<file path="src/phy_map_pkg.sv">
// Purpose: Shared constants and carrier types for the MAC-to-PHY interface mapper.
// Assumes: One 200 MHz clock; link clocks arrive as plain sampled inputs.
// Notes: Overview of the rules kept by the mapper follows.
// Overview of operation
// - Port meaning fixed by static mode only
// - MII: data on low nibble, upper low
// - GMII: enable, error, full byte
// - RGMII: enable rising ctl, enable XOR error falling ctl
// - RGMII: rising nibble low, falling high
// - RGMII receive nibbles and ctl split alike
// - MII receive uses low nibble only
// - Serial modes exchange full bytes
// - Serial modes: valid input means comma realign
// - MII collision and carrier sense used
// - Speed indicator high at 10/100
package phy_map_pkg;
	// Static interface modes
	typedef enum logic [2:0] {
		MODE_MII = 3'h0,
		MODE_GMII = 3'h1,
		MODE_RGMII = 3'h2,
		MODE_SGMII = 3'h3,
		MODE_BASEX = 3'h4
	} phy_mode_t;
	// Nibble field positions
	localparam int LO_NIB_LSB = 0;
	localparam int HI_NIB_LSB = 4;
	localparam int NIB_W = 4;
	localparam int BYTE_W = 8;
	localparam logic [3:0] NIB_ZERO = 4'h0;
	localparam logic [7:0] BYTE_ZERO = 8'h00;
	// Transmit side from the MAC core
	typedef struct packed {
		logic en;
		logic er;
		logic [7:0] data;
	} tx_word_t;
	// Receive side toward the MAC core
	typedef struct packed {
		logic dv;
		logic er;
		logic [7:0] data;
	} rx_word_t;
endpackage : phy_map_pkg
</file>
<file path="src/mac_phy_interface_mapper.sv">
// Purpose: Map generic MAC transmit/receive words onto MII, GMII, RGMII or serial pins.
// Assumes: Mode strapped by parameter; pin inputs are resynchronised by two flops.
// Notes: RGMII rising/falling pairs are presented for external DDR cells.
`timescale 1ns/1ps
`default_nettype none
module mac_phy_interface_mapper #(
	parameter phy_map_pkg::phy_mode_t MODE = phy_map_pkg::MODE_GMII
) (
	input wire logic ref_clk,
	input wire logic reset,
	input wire phy_map_pkg::tx_word_t mac_tx,
	input wire logic tx_falling_en,
	input wire logic tx_falling_er,
	input wire logic [3:0] tx_falling_nib,
	input wire logic link_is_gig,
	input wire logic phy_rx_valid_in,
	input wire logic phy_rx_error_in,
	input wire logic [7:0] phy_rx_data_in,
	input wire logic phy_collision_in,
	input wire logic phy_carrier_sense_in,
	input wire logic phy_rx_clk,
	output logic phy_tx_enable_out,
	output logic phy_tx_error_out,
	output logic [7:0] phy_tx_data_out,
	output logic low_speed_indicator,
	output phy_map_pkg::rx_word_t mac_rx,
	output logic rx_falling_dv,
	output logic [3:0] rx_falling_nib,
	output logic transceiver_comma_realign,
	output logic mac_collision,
	output logic mac_carrier_sense,
	output logic rx_clk_rise
);
	import phy_map_pkg::*;

	// Mode decode used in more than one place
	function automatic logic is_serial(input phy_mode_t m);
		is_serial = (m == MODE_SGMII) || (m == MODE_BASEX);
	endfunction : is_serial

	// Static mode: a parameter, so it cannot move while running
	localparam phy_mode_t MODE_C = MODE;

	// Two-stage synchronisers for everything from the pins
	logic [11:0] pin_s1_q, pin_s1_d;
	logic [11:0] pin_s2_q, pin_s2_d;
	logic rxclk_s3_q, rxclk_s3_d; // Third stage only for edge finding

	// Synchroniser next values
	always_comb begin
		pin_s1_d = {phy_rx_clk, phy_carrier_sense_in, phy_collision_in,
			phy_rx_error_in, phy_rx_valid_in, phy_rx_data_in[6:0]};
		pin_s2_d = pin_s1_q;
		rxclk_s3_d = pin_s2_q[11];
	end

	// Synchroniser registers; stage 2, and the clock's stage 3 for edge finding, are read by logic
	always_ff @(posedge ref_clk) begin
		if (reset) begin
			pin_s1_q <= '0;
			pin_s2_q <= '0;
			rxclk_s3_q <= 1'b0;
		end else begin
			pin_s1_q <= pin_s1_d;
			pin_s2_q <= pin_s2_d;
			rxclk_s3_q <= rxclk_s3_d;
		end
	end

	// Bit 7 of rx data rides its own pair to keep the bundle width tidy
	logic rxd7_s1_q, rxd7_s2_q;
	always_ff @(posedge ref_clk) begin
		if (reset) begin
			rxd7_s1_q <= 1'b0;
			rxd7_s2_q <= 1'b0;
		end else begin
			rxd7_s1_q <= phy_rx_data_in[7];
			rxd7_s2_q <= rxd7_s1_q;
		end
	end

	// Named views of synchronised pins
	logic [7:0] rxd_s;
	logic rxdv_s, rxer_s, col_s, crs_s, rxclk_s;
	always_comb begin
		rxd_s = {rxd7_s2_q, pin_s2_q[6:0]};
		rxdv_s = pin_s2_q[7];
		rxer_s = pin_s2_q[8];
		col_s = pin_s2_q[9];
		crs_s = pin_s2_q[10];
		rxclk_s = pin_s2_q[11];
	end

	// Transmit output registers
	logic tx_en_q, tx_en_d, tx_er_q, tx_er_d;
	logic [7:0] tx_data_q, tx_data_d;
	logic speed_q, speed_d;

	// Transmit mapping by mode
	always_comb begin
		tx_en_d = mac_tx.en;
		tx_er_d = mac_tx.er;
		tx_data_d = mac_tx.data;
		unique case (MODE_C)
			MODE_MII: begin
				// Upper nibble forced low
				tx_data_d = {NIB_ZERO, mac_tx.data[LO_NIB_LSB +: NIB_W]};
			end
			MODE_GMII: begin
				// Full byte with enable and error as is
				tx_data_d = mac_tx.data;
			end
			MODE_RGMII: begin
				// Ctl rising on enable, falling on falling enable XOR error
				tx_en_d = mac_tx.en;
				tx_er_d = tx_falling_en ^ tx_falling_er;
				// Rising nibble low, falling nibble high; pins feed DDR cells
				tx_data_d = {tx_falling_nib, mac_tx.data[LO_NIB_LSB +: NIB_W]};
			end
			MODE_SGMII, MODE_BASEX: begin
				// Whole byte toward the transceiver
				tx_data_d = mac_tx.data;
			end
			default: begin
				tx_data_d = BYTE_ZERO;
			end
		endcase
		// Low-speed flag: serial/GMII at 1G run low unless the link says otherwise
		speed_d = (MODE_C == MODE_MII) || !link_is_gig;
	end

	// Transmit registers
	always_ff @(posedge ref_clk) begin
		if (reset) begin
			tx_en_q <= 1'b0;
			tx_er_q <= 1'b0;
			tx_data_q <= BYTE_ZERO;
			speed_q <= 1'b0;
		end else begin
			tx_en_q <= tx_en_d;
			tx_er_q <= tx_er_d;
			tx_data_q <= tx_data_d;
			speed_q <= speed_d;
		end
	end

	// Receive registers
	rx_word_t rx_q, rx_d;
	logic rx_fdv_q, rx_fdv_d;
	logic [3:0] rx_fnib_q, rx_fnib_d;
	logic realign_q, realign_d;
	logic col_q, col_d, crs_q, crs_d;
	logic rclk_rise_q, rclk_rise_d;

	// Receive mapping by mode
	always_comb begin
		rx_d.dv = rxdv_s;
		rx_d.er = rxer_s;
		rx_d.data = rxd_s;
		rx_fdv_d = 1'b0;
		rx_fnib_d = NIB_ZERO;
		realign_d = 1'b0;
		col_d = 1'b0;
		crs_d = 1'b0;
		rclk_rise_d = rxclk_s && !rxclk_s3_q;
		unique case (MODE_C)
			MODE_MII: begin
				// Upper nibble is unconnected and ignored
				rx_d.data = {NIB_ZERO, rxd_s[LO_NIB_LSB +: NIB_W]};
				col_d = col_s;
				crs_d = crs_s;
			end
			MODE_GMII: begin
				rx_d.data = rxd_s;
			end
			MODE_RGMII: begin
				// Split into rising and falling halves for DDR capture
				rx_d.data = {NIB_ZERO, rxd_s[LO_NIB_LSB +: NIB_W]};
				rx_fnib_d = rxd_s[HI_NIB_LSB +: NIB_W];
				rx_d.dv = rxdv_s;
				rx_d.er = 1'b0;
				rx_fdv_d = rxer_s;
			end
			MODE_SGMII, MODE_BASEX: begin
				// Valid pin is the realign flag, not a qualifier
				rx_d.data = rxd_s;
				rx_d.dv = 1'b0;
				realign_d = rxdv_s;
				// Collision pin ignored; outside logic ties it low
				col_d = 1'b0;
			end
			default: begin
				rx_d.data = BYTE_ZERO;
			end
		endcase
	end

	// Receive register bank
	always_ff @(posedge ref_clk) begin
		if (reset) begin
			rx_q <= '0;
			rx_fdv_q <= 1'b0;
			rx_fnib_q <= NIB_ZERO;
			realign_q <= 1'b0;
			col_q <= 1'b0;
			crs_q <= 1'b0;
			rclk_rise_q <= 1'b0;
		end else begin
			rx_q <= rx_d;
			rx_fdv_q <= rx_fdv_d;
			rx_fnib_q <= rx_fnib_d;
			realign_q <= realign_d;
			col_q <= col_d;
			crs_q <= crs_d;
			rclk_rise_q <= rclk_rise_d;
		end
	end

	// Outputs straight from flops
	assign phy_tx_enable_out = tx_en_q;
	assign phy_tx_error_out = tx_er_q;
	assign phy_tx_data_out = tx_data_q;
	assign low_speed_indicator = speed_q;
	assign mac_rx = rx_q;
	assign rx_falling_dv = rx_fdv_q;
	assign rx_falling_nib = rx_fnib_q;
	assign transceiver_comma_realign = realign_q;
	assign mac_collision = col_q;
	assign mac_carrier_sense = crs_q;
	assign rx_clk_rise = rclk_rise_q;
endmodule : mac_phy_interface_mapper
`default_nettype wire

</file>
<file path="config.mk">
export PLATFORM = sky130hd
export DESIGN_NAME = mac_phy_interface_mapper
export DESIGN_NICKNAME = d
export VERILOG_FILES = /design/src/phy_map_pkg.sv /design/src/mac_phy_interface_mapper.sv
export SDC_FILE = /design/constraint.sdc
export NUM_CORES = 1
export LEC_CHECK = 0
export BUFFER_PORTS_ARGS = -buffer_cell sky130_fd_sc_hd__buf_2
export CAP_MARGIN = 25
export CORE_ASPECT_RATIO = 0.6
export CORE_MARGIN = 4
export CORE_UTILIZATION = 23
export CTS_BUF_LIST = sky130_fd_sc_hd__clkbuf_8
export DETAILED_ROUTE_END_ITERATION = 16
export PLACE_DENSITY = 0.48
export SLEW_MARGIN = 10
export SYNTH_ARGS = -nofsm -noshare
export SYNTH_HDL_FRONTEND = slang
export SYNTH_SLANG_ARGS = --single-unit
</file>
<file path="constraint.sdc">
create_clock -name ref_clk -period 0.9 [get_ports ref_clk]
set_clock_uncertainty 0.05 [all_clocks]
set_input_delay 0.18 -clock ref_clk [delete_from_list [all_inputs] [get_ports ref_clk]]
set_output_delay 0.18 -clock ref_clk [all_outputs]
set_load 0.02 [all_outputs]
</file>
# Yosys cells after proc, flatten, opt, wreduce, memory -nomap -nowiden
# Index checks and enable logic that the tools add are counted.
# classes
n_reduce_logical	3
# op_table
cell	count
logical NOT 1 bit	2
logical AND 1 bit	1
# totals
regBits	49
inputBits	32
output_inout_bits	30

# Longest topological paths before layout
# Gate-level depths: netlist of run 1.
# logic_depth
depth_word	2
ltp_mapped	2
mapped_depth_nobuf	1

# Worst setup path after synthesis of run 1
# No wires, ideal clock.
# synth_timing
path_kind	register to output
start	reg speed_q, in the netlist low_speed_indicator
end	out low_speed_indicator
t_arrival_ns	0.395
t_required_ns	0.670
path_slack_ns	0.275
stages_incl_launch_ff	1
path_buffers	0
path_cell_list	dfxtp_1
# synth_lines
element	line_no	text
start: declaration	mac_phy_interface_mapper.sv:97	logic speed_q, speed_d;
start signal: assignment	mac_phy_interface_mapper.sv:143	speed_q <= speed_d;
end: declaration	mac_phy_interface_mapper.sv:25	output logic low_speed_indicator,
# No word-level cell between the ends.

# Worst setup path after layout of run 1
# layout_timing
start	reg rx_q (netlist bit mac_rx[5])
end	out mac_rx[5] (netlist name)
# layout_lines
element	line_no	text
start: declaration	mac_phy_interface_mapper.sv:148	rx_word_t rx_q, rx_d;
start signal: assignment	mac_phy_interface_mapper.sv:209	rx_q <= rx_d;
end: declaration	mac_phy_interface_mapper.sv:26	output phy_map_pkg::rx_word_t mac_rx,
# No word-level cell between the ends.

==> impl_metrics.json, run 1 <==
{
  "fin_crit_ns": 0.967,
  "worstSetupPathType": "reg -> out",
  "arrival_ns": 0.74,
  "hold_class": "in -> reg",
  "drtPass1Iterations": 2,
  "outcome": "complete, but fails checks",
  "crit_chain": "buf_6",
  "ys_ff_latch": 45,
  "path_buf_inv": 1,
  "tns_ns": -1.33,
  "cpMaxStageDelayCell": "dfxtp_2",
  "clock_latency_ns": 0.29,
  "netlist_area_um2": 1300,
  "grtUsageMet3_pct": 4.29,
  "ios": 62,
  "core_area_um2": 5260,
  "die_x_um": 105,
  "synth_area_leaders": "dfxtp_1, nor2b_1, buf_4, buf_6, and2b_1",
  "cts_made_buffers": 5,
  "cp-end-kind": "output port",
  "grt_max_degree": 17,
  "fill_cells": 530,
  "clock_sinks": 45,
  "grt_util_met1_pct": 6.89,
  "antenna_cells": 0,
  "first_iter_violations": 15,
  "regToRegEndpoint": "rx_clk_rise",
  "synth-warning-count": 0,
  "ctsHtreeMaxLevel": 2,
  "grtUsageMet2_pct": 11.3,
  "routed_wirelength_mm": 2.09,
  "worstHoldPathCells": 2,
  "start_util_pct": 24.7,
  "final_common_cell": "nor2b_1",
  "slew_violations": 0,
  "drive_above_1_share_pct": 51.0,
  "cts_buffer_depth": 2,
  "post-place-ws_ns": 0.0225,
  "hold_viol_final": 0,
  "cts_tree": "built",
  "root_buffer": "clkbuf_8",
  "netlist_instances": 103,
  "setup_ws_ns": -0.0667,
  "path_max_fanout": 1,
  "cpLargestDelayFamily": "flip-flops",
  "cts_setup_buffers": 0,
  "yosysUniqueCellTypes": 8,
  "grt_pass1_wl_mm": 3.68,
  "antenna_found_initial": 0,
  "cp-start-kind": "flip-flop",
  "grt_pass1_vias": 838,
  "failed_checks": "setup timing",
  "fmax_mhz": 1030,
  "grt.total_usage_pct": 6.75,
  "pwr_density_cell_nw_per_um2": 2080,
  "ant_nets": 0,
  "p_leak_nw": 0.844,
  "area_delta_synth_final_pct": 45.5,
  "cts.clk_slew.worst_paths_ns": 0.08,
  "route.detailed.drc": 0,
  "gp_congestion": 0.659,
  "portBuffers": 45,
  "grt.overflow.total": 0,
  "hpwl_mm": 1.55,
  "final_cells": 223,
  "dieArea_um2": 6950,
  "max_stage_delay_ns": 0.33,
  "vias": 801,
  "drv_cap": 0,
  "worstPathRequired_ns": 0.67,
  "wl_per_cell_um": 9.36,
  "via_per_inst": 3.59,
  "worstSetupPathDepth": 1,
  "postSynthAreaPerCell_um2": 12.6,
  "peakVddDrop_mv": 0.610,
  "busiest_layer": "met2",
  "nets": 188,
  "finalCritPeriodShare_pct": 107,
  "place_inst": 214,
  "synth_top_area_cell": "dfxtp_1",
  "crit_start": "mac_rx[5]",
  "yosysSeqAreaShare_pct": 69.4,
  "die_y_um": 66.2,
  "worstReg2RegStart": "pin_s2_q[11]",
  "rsz0062_at_grt": "yes",
  "finalSetupViolations": 22,
  "most-common-layout-cells": "nor2b_1, buf_2, dfxtp_1, dfxtp_2, buf_6",
  "rows": 20,
  "synth_top_area_share_pct": 69.4,
  "worstRegToRegCells": 1,
  "r2r_setup_slack_ns": 0.30,
  "cp-endpoint": "mac_rx[5]"
}
## synthesized netlist by cell type
master	n
and2b_1	3
buf_4	8
buf_6	4
conb_1	1
dfxtp_1	45
nor2_1	1
nor2b_1	40
nor3b_2	1
## state kept, by name, indices dropped and copies added (netlist names)
register,flops
low_speed_indicator,1
mac_rx,10
phy_tx_data_out,8
phy_tx_enable_out,1
phy_tx_error_out,1
pin_s1_q,10
pin_s2_q,10
rx_clk_rise,1
rxclk_s3_q,1
rxd7_s1_q,1
rxd7_s2_q,1
## kinds of logic (layout without fill, tap and decap cells)
group	after synthesis	in the layout	synth area share [%]
simple gates	45	45	22.3
buf+inv	12	59	8.09
other cells	1	8	0.289
flops	45	45	69.4
## routing by layer
layer | part of all wire [%] | routed length [µm]
met1 | 39 | 809
met2 | 47 | 977
met3 | 14 | 285
met4 | 0.77 | 16
met5 | 0 | 0
## through the flow
step / utilization [%] / total power [W] / cell area, µm² / hold WS (ns)
floorplan: - / 0.00234 / 1330 / 0.202
global placement: 30.5 / 0.00243 / 1600 / 0.286
detailed placement: 30.5 / 0.00243 / 1600 / 0.299
CTS: 36.0 / 0.00401 / 1890 / 0.0301
global route: 36.0 / 0.00415 / 1890 / 0.0337
finish: 36.0 / 0.00393 / 1890 / 0.0441
## timing repair
item	CTS	global route
hold buffers	1	0
hold endpoints to repair	1	0
setup endpoints to repair	22	22
resized for setup	66	0
## final cells by class
| type | instances | area [µm²] | area share (%) |
|---|---|---|---|
| tap | 66 | 82.6 | 4.37 |
| sequential | 45 | 928 | 49.1 |
| clock buffer | 5 | 68.8 | 3.64 |
| multi-input combinational | 53 | 319 | 16.9 |
| timing repair buffer | 51 | 448 | 23.7 |
| clock inverter | 3 | 42.5 | 2.25 |
## report_power, final
part | switching [W] | leakage, nW | total, W | internal (W)
Sequential | 0.0000260 | 0.379 | 0.00211 | 0.00208
Combinational | 0.000155 | 0.405 | 0.000338 | 0.000184
Clock | 0.000659 | 0.0595 | 0.00148 | 0.000822
Total | 0.000840 | 0.844 | 0.00393 | 0.00309
## worst min path at each step
stage | start | slack [ns] | end
after floorplan | reset | 0.20 | mac_rx[8]
after global placement | link_is_gig | 0.29 | low_speed_indicator
after detailed placement | link_is_gig | 0.30 | low_speed_indicator
after CTS | mac_tx[7] | 0.03 | phy_tx_data_out[7]
after global routing | mac_tx[4] | 0.03 | phy_tx_data_out[4]
final | mac_tx[7] | 0.04 | phy_tx_data_out[7]
(Power assumes the default switching activity.)
==> run 2, diff against run 1 <==
--- a/config.mk
+++ b/config.mk
@@ -12,6 +12,7 @@
 export CORE_UTILIZATION = 23
 export CTS_BUF_LIST = sky130_fd_sc_hd__clkbuf_8
 export DETAILED_ROUTE_END_ITERATION = 16
+export MAX_ROUTING_LAYER = met4
 export PLACE_DENSITY = 0.48
 export SLEW_MARGIN = 10
 export SYNTH_ARGS = -nofsm -noshare
==> impl_metrics.json, run 2 (same netlist as run 1, synthesis figures left out) <==
{
  "routed_wirelength_mm": 2.09,
  "power_w": 0.00393,
  "fin_area_um2": 1890,
  "cts_setup_buffers": 0,
  "p_switching_w": 0.000840,
  "netSwitchingFraction_pct": 21.4,
  "finalSetupViolations": 22,
  "max_stage_delay_ns": 0.33,
  "post-place-ws_ns": 0.0225,
  "cts_tree": "built",
  "core_area_um2": 5260,
  "first_iter_violations": 15,
  "failed_checks": "setup timing",
  "cpLargestDelayFamily": "flip-flops",
  "antenna_cells": 0,
  "p_int_w": 0.00309,
  "area_delta_synth_final_pct": 45.5,
  "fin_crit_ns": 0.967,
  "grt_max_degree": 17,
  "ant_nets": 0,
  "placed_area_um2": 1600,
  "vias": 801,
  "grt.overflow.total": 0,
  "cts_made_buffers": 5,
  "die_y_um": 66.2,
  "comb_power_share_pct": 8.6,
  "cts_buffer_depth": 2,
  "nets": 188,
  "die_x_um": 105,
  "route.detailed.drc": 0,
  "clkPwrFrac_pct": 37.7,
  "grt_pass1_wl_mm": 3.68,
  "final_cells": 223,
  "r2r_setup_slack_ns": 0.30,
  "cts.clk_slew.worst_paths_ns": 0.08,
  "ios": 62,
  "gp_congestion": 0.665,
  "most-common-layout-cells": "nor2b_1, buf_2, dfxtp_1, dfxtp_2, buf_6",
  "drv_cap": 0,
  "antenna_found_initial": 0,
  "worstPathRequired_ns": 0.67,
  "place_inst": 214,
  "portBuffers": 45,
  "rsz0062_at_grt": "yes",
  "wl_per_cell_um": 9.36,
  "start_util_pct": 24.7,
  "path_buf_inv": 1,
  "grt_pass1_vias": 838,
  "final_common_cell": "nor2b_1",
  "fmax_mhz": 1030,
  "dieArea_um2": 6950,
  "cp-end-kind": "output port",
  "outcome": "complete, but fails checks",
  "drive_above_1_share_pct": 51.0,
  "ctsHtreeMaxLevel": 2,
  "regArea_um2": 928,
  "postLayoutCoreUtil_pct": 36.0,
  "root_buffer": "clkbuf_8",
  "grt.total_usage_pct": 6.94,
  "via_per_inst": 3.59,
  "drtPass1Iterations": 2,
  "worstSetupPathType": "reg -> out",
  "multi_input_area_um2": 319,
  "cp-start-kind": "flip-flop",
  "slew_violations": 0,
  "path_max_fanout": 1,
  "fill_cells": 530,
  "hpwl_mm": 1.55,
  "cpMaxStageDelayCell": "dfxtp_2",
  "hold_class": "in -> reg",
  "p_leak_nw": 0.844,
  "clock_latency_ns": 0.29,
  "finalCritPeriodShare_pct": 107,
  "pwr_density_cell_nw_per_um2": 2080,
  "rows": 20,
  "clock_sinks": 45,
  "seqPwrFrac_pct": 53.7,
  "crit_chain": "buf_6",
  "hold_viol_final": 0,
  "arrival_ns": 0.74,
  "setup_ws_ns": -0.0667,
  "peakVddDrop_mv": 0.610
}
## run 2: final cells by class
type                            instances  share of cell area, %
Clock buffer                            5                   3.64
Clock inverter                          3                   2.25
Multi-Input combinational cell         53                   16.9
Sequential cell                        45                   49.1
Tap cell                               66                   4.37
Timing Repair Buffer                   51                   23.7
## run 2: through the flow
| stage | hold WS [ns] | TNS [ns] |
|---|---|---|
| floorplan | 0.202 | 0 |
| global placement | 0.286 | 0 |
| detailed placement | 0.299 | 0 |
| CTS | 0.0301 | -1.73 |
| global route | 0.0337 | -2.14 |
| finish | 0.0441 | -1.33 |
## run 2: repair_timing
action / 4_1_cts / 5_1_grt
hold buffers: 1 / 0
endpoints found under the setup margin: 22 / 22
hold endpoints to repair: 1 / 0
gates resized for setup: 66 / 0
## run 2: power groups by stage
stage                     Clock, W  Combinational (W)  Sequential [W]
after global placement           0           0.000288         0.00214
after CTS                  0.00156           0.000343         0.00211
after detailed placement         0           0.000294         0.00214
after global routing       0.00166           0.000369         0.00212
final                      0.00148           0.000338         0.00211
after floorplan                  0           0.000147         0.00219
## run 2: routing by layer
metal  track usage [%]  wire length [µm]  vias to the layer above
li1                  -                 -                      394
met1              6.95               819                      362
met2              11.3               977                       42
met3              4.20               275                        3
met4              2.45                16                        0
met5                 -                 0                        -
## run 2: path summary, 6_finish.rpt
| path | from | end | cells past startpoint |
|---|---|---|---|
| min | mac_tx[7] | phy_tx_data_out[7] | 2 |
| min reg2reg | rxclk_s3_q | rx_clk_rise | 1 |
| max | mac_rx[5] | mac_rx[5] | 1 |
| max reg2reg | pin_s2_q[11] | rx_clk_rise | 1 |
==> run 3, diff against run 2 <==
--- a/config.mk
+++ b/config.mk
@@ -9,11 +9,12 @@
 export CAP_MARGIN = 25
 export CORE_ASPECT_RATIO = 0.6
 export CORE_MARGIN = 4
-export CORE_UTILIZATION = 23
+export CORE_UTILIZATION = 50
 export CTS_BUF_LIST = sky130_fd_sc_hd__clkbuf_8
 export DETAILED_ROUTE_END_ITERATION = 16
+export GPL_TIMING_DRIVEN = 0
 export MAX_ROUTING_LAYER = met4
-export PLACE_DENSITY = 0.48
+export PLACE_DENSITY = 0.87
 export SLEW_MARGIN = 10
 export SYNTH_ARGS = -nofsm -noshare
 export SYNTH_HDL_FRONTEND = slang
==> impl_metrics.json, run 3 (same netlist as run 1, synthesis figures left out) <==
{
  "ant_nets": 0,
  "drtPass1Iterations": 2,
  "hold_class": "in -> reg",
  "netSwitchingFraction_pct": 20.8,
  "crit_chain": "buf_6",
  "hold_viol_final": 0,
  "worstHoldPathCells": 2,
  "cts.clk_slew.worst_paths_ns": 0.08,
  "comb_power_share_pct": 8.7,
  "cts_buffer_depth": 2,
  "cts_made_buffers": 5,
  "post-place-ws_ns": 0.108,
  "grt_pass1_wl_mm": 3.45,
  "grtUsageMet3_pct": 6.29,
  "drv_cap": 0,
  "fill_cells": 136,
  "tns_ns": -1.38,
  "cp-end-kind": "output port",
  "multi_input_area_um2": 319,
  "outcome": "complete, but fails checks",
  "worstSetupPathDepth": 1,
  "root_buffer": "clkbuf_8",
  "dieArea_um2": 3500,
  "regArea_um2": 928,
  "grt_pass1_vias": 811,
  "drive_above_1_share_pct": 53.7,
  "postLayoutCoreUtil_pct": 81.5,
  "start_util_pct": 56.2,
  "p_leak_nw": 0.872,
  "path_buf_inv": 1,
  "core_area_um2": 2310,
  "route.detailed.drc": 0,
  "clkPwrFrac_pct": 38.6,
  "antenna_cells": 0,
  "whs_ns": 0.0378,
  "grt_util_met1_pct": 13.6,
  "p_switching_w": 0.000833,
  "antenna_found_initial": 0,
  "worstPathRequired_ns": 0.67,
  "finalCritPeriodShare_pct": 108,
  "die_y_um": 47.5,
  "cpLargestDelayFamily": "flip-flops",
  "cts_setup_buffers": 0,
  "busiest_layer": "met2",
  "clock_latency_ns": 0.29,
  "cpMaxStageDelayCell": "dfxtp_2",
  "via_per_inst": 4.05,
  "cts_tree": "built",
  "rows": 13,
  "failed_checks": "setup timing",
  "grt_max_degree": 15,
  "grtUsageMet2_pct": 27.1,
  "clock_sinks": 45,
  "arrival_ns": 0.74,
  "ctsHtreeMaxLevel": 2,
  "routed_wirelength_mm": 2.17,
  "area_delta_synth_final_pct": 45.0,
  "slew_violations": 0,
  "p_int_w": 0.00318,
  "grt.total_usage_pct": 15.0,
  "hpwl_mm": 1.55,
  "wl_per_cell_um": 11.2,
  "finalSetupViolations": 22,
  "fmax_mhz": 1030,
  "worstRegToRegCells": 1,
  "cp-start-kind": "flip-flop",
  "portBuffers": 45,
  "final_common_cell": "nor2b_1",
  "die_x_um": 73.8,
  "max_stage_delay_ns": 0.33,
  "nets": 195,
  "gp_congestion": 0.713,
  "rsz0062_at_grt": "yes",
  "path_max_fanout": 1,
  "seqPwrFrac_pct": 52.6,
  "peakVddDrop_mv": 1.37,
  "most-common-layout-cells": "nor2b_1, buf_6, buf_2, dfxtp_1, dfxtp_2",
  "setup_ws_ns": -0.0725,
  "power_w": 0.00401,
  "ios": 62,
  "fin_crit_ns": 0.973,
  "first_iter_violations": 12,
  "pwr_density_cell_nw_per_um2": 2130,
  "vias": 785,
  "worstSetupPathType": "reg -> out",
  "grt.overflow.total": 0
}
-- run 3: cell count changes in the layout (fill, tap and decap cells not counted) --
cell	previous run	this run
buf_12	3	0
buf_4	2	8
buf_6	22	26
clkbuf_8	5	6
clkinv_4	1	0
clkinvlp_4	0	1
inv_1	1	0
-- run 3: metrics by stage --
stage	instances	area [µm²]
after floorplan	110	1330
after global routing	194	1880
after detailed placement	185	1590
after global placement	185	1590
after CTS	194	1880
final	194	1880
-- run 3: power by group through the flow --
stage | clock network (W) | logic, W | registers (W)
after global placement | 0 | 0.000296 | 0.00214
after floorplan | 0 | 0.000147 | 0.00219
after detailed placement | 0 | 0.000302 | 0.00214
after CTS | 0.00159 | 0.000352 | 0.00211
final | 0.00155 | 0.000351 | 0.00211
after global routing | 0.00166 | 0.000382 | 0.00212
-- run 3: final timing paths --
check	start	to	slack (ns)
setup / recovery	mac_rx[0]	mac_rx[0]	-0.07
hold / removal	phy_rx_data_in[3]	pin_s1_q[3]	0.04
setup reg to reg	pin_s2_q[11]	rx_clk_rise	0.29
hold reg to reg	rxclk_s3_q	rx_clk_rise	0.36
-- run 3: area by class of cell --
| cell class | instances | share of cell area (%) |
|---|---|---|
| Tap cell | 30 | 1.99 |
| Multi-Input combinational cell | 53 | 16.9 |
| Sequential cell | 45 | 49.3 |
| Clock inverter | 2 | 1.99 |
| Buffer | 12 | 5.58 |
| Timing Repair Buffer | 46 | 19.8 |
| Clock buffer | 6 | 4.39 |
-- run 3: timing repair --
action | CTS | global route
gates cloned | 0 | 0
setup endpoints to repair | 22 | 22
resized for setup | 66 | 0
hold endpoints to repair | 1 | 0
hold buffers | 1 | 0
-- run 3: layer usage --
layer | vias to the layer above | wire [µm]
met1 | 329 | 831
li1 | 409 | -
met5 | - | 0
met2 | 40 | 1050
met4 | 0 | 51
met3 | 7 | 238
